[config.mk]
export PLATFORM = sky130hd
export DESIGN_NAME = vtpc_top
export DESIGN_NICKNAME = d
export VERILOG_FILES = /design/src/rtl/vtpc_pkg.sv /design/src/rtl/vtpc_top.sv
export SDC_FILE = /design/constraint.sdc
export NUM_CORES = 1
export LEC_CHECK = 0
export BUFFER_PORTS_ARGS = -buffer_cell sky130_fd_sc_hd__buf_2
export CAP_MARGIN = 20
export CORE_AREA = 2 2 177 179
export DETAILED_ROUTE_END_ITERATION = 8
export DIE_AREA = 0 0 179 181
export REMOVE_ABC_BUFFERS = 1
export SETUP_SLACK_MARGIN = 0.4
export SYNTH_ARGS = -nofsm -noshare
export SYNTH_HDL_FRONTEND = slang
export SYNTH_SLANG_ARGS = --single-unit
[constraint.sdc]
create_clock -name sys_clk -period 2.9 [get_ports sys_clk]
set_clock_uncertainty 0.2 [all_clocks]
set_input_delay 0.29 -clock sys_clk [delete_from_list [all_inputs] [get_ports sys_clk]]
set_output_delay 0.29 -clock sys_clk [all_outputs]
set_load 0.1 [all_outputs]
[src/rtl/vtpc_pkg.sv]
package vtpc_pkg;
	// ----------------------------------------
	// Register map and field layout
	// ----------------------------------------
	localparam logic [7:0] CTRL_ADDR = 8'h64;
	localparam logic [7:0] CTRL_RST = 8'h10;
	localparam logic [7:0] CTRL_WMASK = 8'hF7; // Bit 3 reserved
	localparam int SEL_HI = 7;
	localparam int SEL_LO = 4;
	localparam int BARS_BIT = 2;
	localparam int REV_BIT = 1;
	localparam int EN_BIT = 0;
	// ----------------------------------------
	// Pattern selection codes
	// ----------------------------------------
	localparam logic [3:0] PAT_CHECKER = 4'h0;
	localparam logic [3:0] PAT_WHITE = 4'h1;
	localparam logic [3:0] PAT_BLACK = 4'h2;
	localparam logic [3:0] PAT_RED = 4'h3;
	localparam logic [3:0] PAT_GREEN = 4'h4;
	localparam logic [3:0] PAT_BLUE = 4'h5;
	localparam logic [3:0] PAT_HR_WHITE = 4'h6;
	localparam logic [3:0] PAT_HR_RED = 4'h7;
	localparam logic [3:0] PAT_HR_GREEN = 4'h8;
	localparam logic [3:0] PAT_VR_BLUE = 4'h9;
	localparam logic [3:0] PAT_VR_RED = 4'hA;
	localparam logic [3:0] PAT_VR_GREEN = 4'hC;
	localparam logic [3:0] PAT_VR_BLUE2 = 4'hD;
	localparam logic [3:0] PAT_CUSTOM = 4'hE;
	localparam logic [3:0] PAT_BAND = 4'hF;
	// ----------------------------------------
	// Colors, ramp and buffer constants
	// ----------------------------------------
	localparam logic [23:0] C_WHITE = 24'hFFFFFF;
	localparam logic [23:0] C_BLACK = 24'h000000;
	localparam logic [23:0] C_RED = 24'hFF0000;
	localparam logic [23:0] C_GREEN = 24'h00FF00;
	localparam logic [23:0] C_BLUE = 24'h0000FF;
	localparam logic [23:0] C_YELLOW = 24'hFFFF00;
	localparam logic [23:0] C_CYAN = 24'h00FFFF;
	localparam logic [23:0] C_MAGENTA = 24'hFF00FF;
	localparam logic [12:0] RAMP_STEPS = 13'h0100; // Levels per ramp
	localparam logic [1:0] BUF_DEPTH = 2'h2;
	// ----------------------------------------
	// Pixel carrier
	// ----------------------------------------
	typedef struct packed {
		logic de;
		logic hs;
		logic vs;
		logic [23:0] rgb;
	} vtpc_pix_t;
endpackage

[src/rtl/vtpc_top.sv]
`timescale 1ns/100ps
module vtpc_top (
	input wire logic sys_clk,
	input wire logic rst,
	input wire logic [7:0] reg_addr,
	input wire logic reg_we,
	input wire logic [7:0] reg_wdata,
	output logic [7:0] reg_rdata,
	input wire logic auto_scroll_en,
	input wire logic color_invert,
	input wire logic [7:0] custom_red_level,
	input wire logic [7:0] custom_green_level,
	input wire logic [7:0] custom_blue_level,
	input wire logic [11:0] h_active,
	input wire logic [11:0] v_active,
	input wire logic in_valid,
	output logic in_ready,
	input vtpc_pkg::vtpc_pix_t in_pix,
	output logic out_valid,
	input wire logic out_ready,
	output vtpc_pkg::vtpc_pix_t out_pix
);
	// ----------------------------------------
	// Register port
	// ----------------------------------------
	logic [7:0] ctrl_ff;
	logic ctrl_hit;
	assign ctrl_hit = reg_addr == vtpc_pkg::CTRL_ADDR;

	// Control register with reserved bit held low
	always_ff @(posedge sys_clk) begin
		if (rst) begin
			ctrl_ff <= vtpc_pkg::CTRL_RST;
		end else if (reg_we && ctrl_hit) begin
			ctrl_ff <= reg_wdata & vtpc_pkg::CTRL_WMASK;
		end
	end

	// Registered read data, unmapped addresses read zero
	always_ff @(posedge sys_clk) begin
		if (rst) begin
			reg_rdata <= 8'h00;
		end else begin
			reg_rdata <= ctrl_hit ? ctrl_ff : 8'h00;
		end
	end

	logic [3:0] sel;
	logic gen_en, bars_on, band_rev;
	assign sel = ctrl_ff[vtpc_pkg::SEL_HI:vtpc_pkg::SEL_LO];
	assign gen_en = ctrl_ff[vtpc_pkg::EN_BIT];
	assign bars_on = ctrl_ff[vtpc_pkg::BARS_BIT];
	assign band_rev = ctrl_ff[vtpc_pkg::REV_BIT];

	// ----------------------------------------
	// Position and ramp tracking
	// ----------------------------------------
	logic push;
	logic [11:0] x_ff, hacc_ff, vacc_ff;
	logic [7:0] hlev_ff, vlev_ff;
	logic de_prev_ff;
	logic [19:0] nxt_h, nxt_v;

	// One ramp step: even spreading of RAMP_STEPS levels over size pixels
	function automatic logic [19:0] ramp_step(input logic [11:0] acc, input logic [7:0] lev,
		input logic [11:0] size);
		logic [12:0] sum;
		sum = {1'b0, acc} + vtpc_pkg::RAMP_STEPS;
		if (sum >= {1'b0, size}) begin
			ramp_step = {12'(sum - {1'b0, size}), 8'(lev + 8'h01)};
		end else begin
			ramp_step = {sum[11:0], lev};
		end
	endfunction

	assign nxt_h = ramp_step(hacc_ff, hlev_ff, h_active);
	assign nxt_v = ramp_step(vacc_ff, vlev_ff, v_active);

	// Horizontal position restarts on every blanking beat
	always_ff @(posedge sys_clk) begin
		if (rst) begin
			x_ff <= 12'h000;
			hacc_ff <= 12'h000;
			hlev_ff <= 8'h00;
		end else if (push) begin
			if (in_pix.de) begin
				x_ff <= x_ff + 12'h001;
				{hacc_ff, hlev_ff} <= nxt_h;
			end else begin
				x_ff <= 12'h000;
				hacc_ff <= 12'h000;
				hlev_ff <= 8'h00;
			end
		end
	end

	// Vertical level steps at each line end, restarts on vertical sync
	always_ff @(posedge sys_clk) begin
		if (rst) begin
			vacc_ff <= 12'h000;
			vlev_ff <= 8'h00;
			de_prev_ff <= 1'b0;
		end else if (push) begin
			de_prev_ff <= in_pix.de;
			if (in_pix.vs) begin
				vacc_ff <= 12'h000;
				vlev_ff <= 8'h00;
			end else if (de_prev_ff && !in_pix.de) begin
				{vacc_ff, vlev_ff} <= nxt_v;
			end
		end
	end

	// ----------------------------------------
	// Pattern generation
	// ----------------------------------------
	function automatic logic [23:0] bar_color(input logic [2:0] idx);
		case (idx)
			3'h0: bar_color = vtpc_pkg::C_WHITE;
			3'h1: bar_color = vtpc_pkg::C_YELLOW;
			3'h2: bar_color = vtpc_pkg::C_CYAN;
			3'h3: bar_color = vtpc_pkg::C_GREEN;
			3'h4: bar_color = vtpc_pkg::C_MAGENTA;
			3'h5: bar_color = vtpc_pkg::C_RED;
			3'h6: bar_color = vtpc_pkg::C_BLUE;
			default: bar_color = vtpc_pkg::C_BLACK;
		endcase
	endfunction

	function automatic logic [23:0] band_color(input logic [1:0] idx, input logic rev);
		logic [1:0] k;
		k = rev ? ~idx : idx;
		case (k)
			2'h0: band_color = vtpc_pkg::C_YELLOW;
			2'h1: band_color = vtpc_pkg::C_CYAN;
			2'h2: band_color = vtpc_pkg::C_BLUE;
			default: band_color = vtpc_pkg::C_RED;
		endcase
	endfunction

	logic check_on;
	logic [23:0] base_rgb, inv_mask;
	vtpc_pkg::vtpc_pix_t gen_pix;
	assign check_on = x_ff[0] ^ vlev_ff[0];
	assign inv_mask = color_invert ? vtpc_pkg::C_WHITE : vtpc_pkg::C_BLACK;

	// Base color of the selected pattern in its normal form
	always_comb begin
		base_rgb = vtpc_pkg::C_WHITE;
		if (bars_on) begin
			base_rgb = bar_color(hlev_ff[7:5]);
		end else if (auto_scroll_en) begin
			base_rgb = vtpc_pkg::C_WHITE;
		end else begin
			case (sel)
				vtpc_pkg::PAT_CHECKER: base_rgb = check_on ? vtpc_pkg::C_WHITE : vtpc_pkg::C_BLACK;
				vtpc_pkg::PAT_WHITE: base_rgb = vtpc_pkg::C_WHITE;
				vtpc_pkg::PAT_BLACK: base_rgb = vtpc_pkg::C_BLACK;
				vtpc_pkg::PAT_RED: base_rgb = vtpc_pkg::C_RED;
				vtpc_pkg::PAT_GREEN: base_rgb = vtpc_pkg::C_GREEN;
				vtpc_pkg::PAT_BLUE: base_rgb = vtpc_pkg::C_BLUE;
				vtpc_pkg::PAT_HR_WHITE: base_rgb = {3{hlev_ff}};
				vtpc_pkg::PAT_HR_RED: base_rgb = {hlev_ff, 16'h0000};
				vtpc_pkg::PAT_HR_GREEN: base_rgb = {8'h00, hlev_ff, 8'h00};
				vtpc_pkg::PAT_VR_BLUE, vtpc_pkg::PAT_VR_BLUE2: base_rgb = {16'h0000, vlev_ff};
				vtpc_pkg::PAT_VR_RED: base_rgb = {vlev_ff, 16'h0000};
				vtpc_pkg::PAT_VR_GREEN: base_rgb = {8'h00, vlev_ff, 8'h00};
				vtpc_pkg::PAT_CUSTOM: base_rgb = {custom_red_level, custom_green_level,
					custom_blue_level};
				vtpc_pkg::PAT_BAND: base_rgb = check_on ? band_color(vlev_ff[7:6], band_rev) :
					vtpc_pkg::C_BLACK;
				default: base_rgb = vtpc_pkg::C_WHITE;
			endcase
		end
	end

	// Replace active pixels and force blanking pixels black while enabled, otherwise pass through
	always_comb begin
		gen_pix = in_pix;
		if (gen_en) begin
			gen_pix.rgb = in_pix.de ? (base_rgb ^ inv_mask) : vtpc_pkg::C_BLACK;
		end
	end

	// ----------------------------------------
	// Two-entry output buffer
	// ----------------------------------------
	vtpc_pkg::vtpc_pix_t ent0_ff, ent1_ff;
	logic [1:0] cnt_ff;
	logic pop;
	assign in_ready = cnt_ff != vtpc_pkg::BUF_DEPTH;
	assign push = in_valid && in_ready;
	assign out_valid = cnt_ff != 2'h0;
	assign pop = out_valid && out_ready;
	assign out_pix = ent0_ff;

	// Fill level
	always_ff @(posedge sys_clk) begin
		if (rst) begin
			cnt_ff <= 2'h0;
		end else if (push && !pop) begin
			cnt_ff <= cnt_ff + 2'h1;
		end else if (pop && !push) begin
			cnt_ff <= cnt_ff - 2'h1;
		end
	end

	// Entry storage, head in entry 0
	always_ff @(posedge sys_clk) begin
		if (rst) begin
			ent0_ff <= '0;
			ent1_ff <= '0;
		end else begin
			if (pop) begin
				ent0_ff <= (cnt_ff == 2'h2) ? ent1_ff : gen_pix;
				if (push && cnt_ff == 2'h2) begin
					ent1_ff <= gen_pix;
				end
			end else if (push) begin
				if (cnt_ff == 2'h0) begin
					ent0_ff <= gen_pix;
				end else begin
					ent1_ff <= gen_pix;
				end
			end
		end
	end
endmodule // vtpc_top

==> results_dict.tcl <==
set metrics [dict create \
    die_w_um 179 \
    placed_cells 1453 \
    power.leakage_nw 4.142 \
    max_slew.worst_pin.slew_ps 820.1 \
    whs_endpoint "ent1_ff[26]" \
    rr_startpoint "vacc_ff[9]" \
    antenna_found_initial 2 \
    io_buffers 132 \
    multi_input_area_um2 5364 \
    ant_nets 0 \
    seqCellArea_um2 2268 \
    synth_cell_type_count 72 \
    setup_viol 0 \
    timing.final.crit_share_pct 89.90 \
    grt_pass1_wl_um 38790 \
    drv_cap 0 \
    drtIter0Drc 658 \
    ir_worst_vdd_v 0.0003068 \
    clock_sinks 112 \
    cts_root_buf "clkbuf_16" \
    clkTransAtPathRegs_ps 80 \
    p_total_mw 5.576 \
    maxSlewHeadroom_pct 45.25 \
    critPathBufInv 2 \
    fin_tns_setup_ps 0 \
    cts_max_path_buffers 2 \
    worstPathCellList "ha_4 -> xor2_4 -> ha_4 -> inv_4 -> nor4_4 -> buf_4 -> nor4_4 -> o21a_4 -> or4b_4 -> a31oi_1" \
    seq_area_frac_synth_pct 29.91 \
    start_util_pct 24.70 \
    dpl_worst_slack_ps -43.91 \
    cts_inserted_buffers 9 \
    hold_path_depth 3 \
    synth_commonest_cells "dfxtp_1, nand2_1, nor2_1" \
    cp_slowest_stage_delay_ps 480 \
    grtUsageTotal_pct 15.17 \
    grt_pass1_vias 7256 \
    synth_area_leaders "dfxtp_1, ha_1, nand2_1" \
    coreArea_um2 30350 \
    yosysWarnings 0 \
    stdcell_count 1506 \
    grt_setup_unrepaired "true" \
    gp_congestion 0.8757 \
    vias_per_cell 5.066 \
    htreeDepth 3 \
    whs_ps 42.39 \
    netlist.area_leader.share_pct 29.91 \
    drcViolationCount 0 \
    rr_worst_depth 10 \
    cp_max_fo 6 \
    timing.final.ws_setup_ps 292.9 \
    power.density_nw_per_um2 558.6 \
    fin_crit_ps 2607 \
    min_from "in_pix[26]" \
    ff2ff_setup_slack_ps 290 \
    nets 1232 \
    synth_edf_count 0 \
    vias 7629 \
    firstDrtPassIters 6 \
    synth_top_area_cell "dfxtp_1" \
    synth-seq-cells 112 \
    endpoint_kind "register" \
    design.die.area_um2 32400 \
    critPathLaunchType "register" \
    grt_overflow_total 0 \
    dp_hpwl_um 18500 \
    cp_slowest_cell "or4b_4" \
    fmax_mhz 383.6 \
    hold_path.class "primary input to register" \
    grt_max_degree 39 \
    die_h_um 181 \
    status "finished clean" \
    ys.flop_type "dfxtp_1" \
    cp.required_ps 2990 \
    synth-async-reset-ratio_pct 0 \
    clk_latency_ps 360 \
    post_route_cells_drive_above_1_share_pct 30.62 \
    slew_viol_final 0 \
    crit_type "register to register" \
    crit_family "simple AND/OR/NAND/NOR gates" \
    core.rowCount 64 \
    synth_area_per_cell_um2 8.061 \
    wirelength_um 25370 \
    cp.arrival_ps 2700 \
    syn-cell-area_um2 7497 \
    hold_violations 0 \
    io_pins 135 \
    synthCells 930 \
    r2r-end "vlev_ff[4]" \
    area_delta_synth_final_pct 33.14 \
    wire_per_inst_um 16.85 \
    fillers 3190 \
    cts_tree "done" \
    yosys.cell_count.top_type "dfxtp_1" \
]
-- where the power goes --
group	total [mW]	switching (mW)	internal (mW)	leakage, nW
combinational	2.44	1.80	0.636	3.09
clock	1.24	0.637	0.599	0.136
sequential	1.90	0.131	1.77	0.918
total	5.58	2.57	3.00	4.14
-- worst min-delay path, cell delays in order --
cell and delay, ps:
buf_2 140, nand2_1 60, a21oi_1 50
-- layout by cell type (no fill, tap or decap), types with 10 or more instances in the layout --
cell | synthesis | layout
buf_2 | 9 | 133
o211ai_1 | 14 | 14
ha_1 | 30 | 24
a222oi_1 | 15 | 15
xnor2_1 | 12 | 12
buf_4 | 1 | 68
mux2i_1 | 36 | 36
nand4_1 | 18 | 18
nor2b_1 | 36 | 35
nand2_1 | 100 | 95
inv_1 | 41 | 40
o21ai_1 | 9 | 10
a22o_1 | 30 | 30
a31oi_1 | 13 | 13
o21ai_0 | 45 | 42
o21a_1 | 11 | 10
a311oi_1 | 14 | 13
xor2_1 | 15 | 11
dfxtp_1 | 112 | 99
a21oi_1 | 64 | 58
nor2_1 | 79 | 75
nor3_1 | 15 | 11
and2_1 | 21 | 19
-- metal layers --
layer	GRT usage [%]	up-vias	share of wire, %	wire [um]
met2	24.28	260	46	11630
li1	-	3733	-	-
met1	19.80	3599	44	11210
met4	5.236	0	2.6	668
met3	3.620	37	7.4	1868
met5	0	-	0	0
-- worst max-delay path by stage --
stage,from,slack (ps),depth (start not counted),endpoint
floorplan,cnt_ff[0],-1340,6,ent1_ff[0]
global placement,hacc_ff[8],60,12,hacc_ff[1]
detailed placement,vacc_ff[8],-40,9,vacc_ff[6]
CTS,hacc_ff[8],270,11,hacc_ff[2]
global route,vacc_ff[8],230,10,vlev_ff[4]
finish,vacc_ff[9],290,10,vlev_ff[4]
-- registers in the layout (all words and copies together) (netlist names) --
name / count
out_pix: 27
ctrl_ff: 7
cnt_ff: 2
hlev_ff: 8
x_ff: 1
vlev_ff: 8
vacc_ff: 12
ent1_ff: 27
de_prev_ff: 1
hacc_ff: 12
reg_rdata: 7
-- kinds of logic (layout without fill, tap and decap cells) --
| kind of cell | count (synthesis) | in the layout | synth area share [%] |
|---|---|---|---|
| other | 1 | 4 | 0.05002 |
| AO/OA/AOI/OAI | 273 | 273 | 26.35 |
| AND/OR/NAND/NOR | 333 | 333 | 22.30 |
| multiplexers | 51 | 51 | 7.059 |
| flip-flops | 112 | 112 | 29.91 |
| XOR/XNOR | 28 | 28 | 3.371 |
| buffers and inverters | 100 | 277 | 5.424 |
| adder cells (fa/ha/maj) | 32 | 32 | 5.541 |
-- timing repair --
item                                   in CTS  in global routing
gates resized for setup                    58                 66
setup buffers                              15                 11
cloned                                      0                  1
pin swaps                                  30                 33
endpoints found under the hold margin       7                  0
hold buffers                                7                  0
setup endpoints to repair                  68                 59
-- final cells by class --
| cell class | count | share of cell area [%] |
|---|---|---|
| Sequential cell | 112 | 22.73 |
| Tap cell | 396 | 4.964 |
| Clock buffer | 10 | 2.294 |
| Clock inverter | 6 | 0.5515 |
| Multi-Input combinational cell | 718 | 53.74 |
| Timing Repair Buffer | 220 | 14.09 |
| Inverter | 41 | 1.567 |
| Antenna cell | 3 | 0.07521 |
-- stage by stage --
| step | util (%) | area [um^2] |
|---|---|---|
| floorplan | - | 7244 |
| detailed placement | 29.05 | 8817 |
| finish | 32.89 | 9982 |
| global route | 32.87 | 9975 |
| global placement | 29.05 | 8817 |
| CTS | 31.51 | 9564 |
Power figures use the tool's default switching activity.
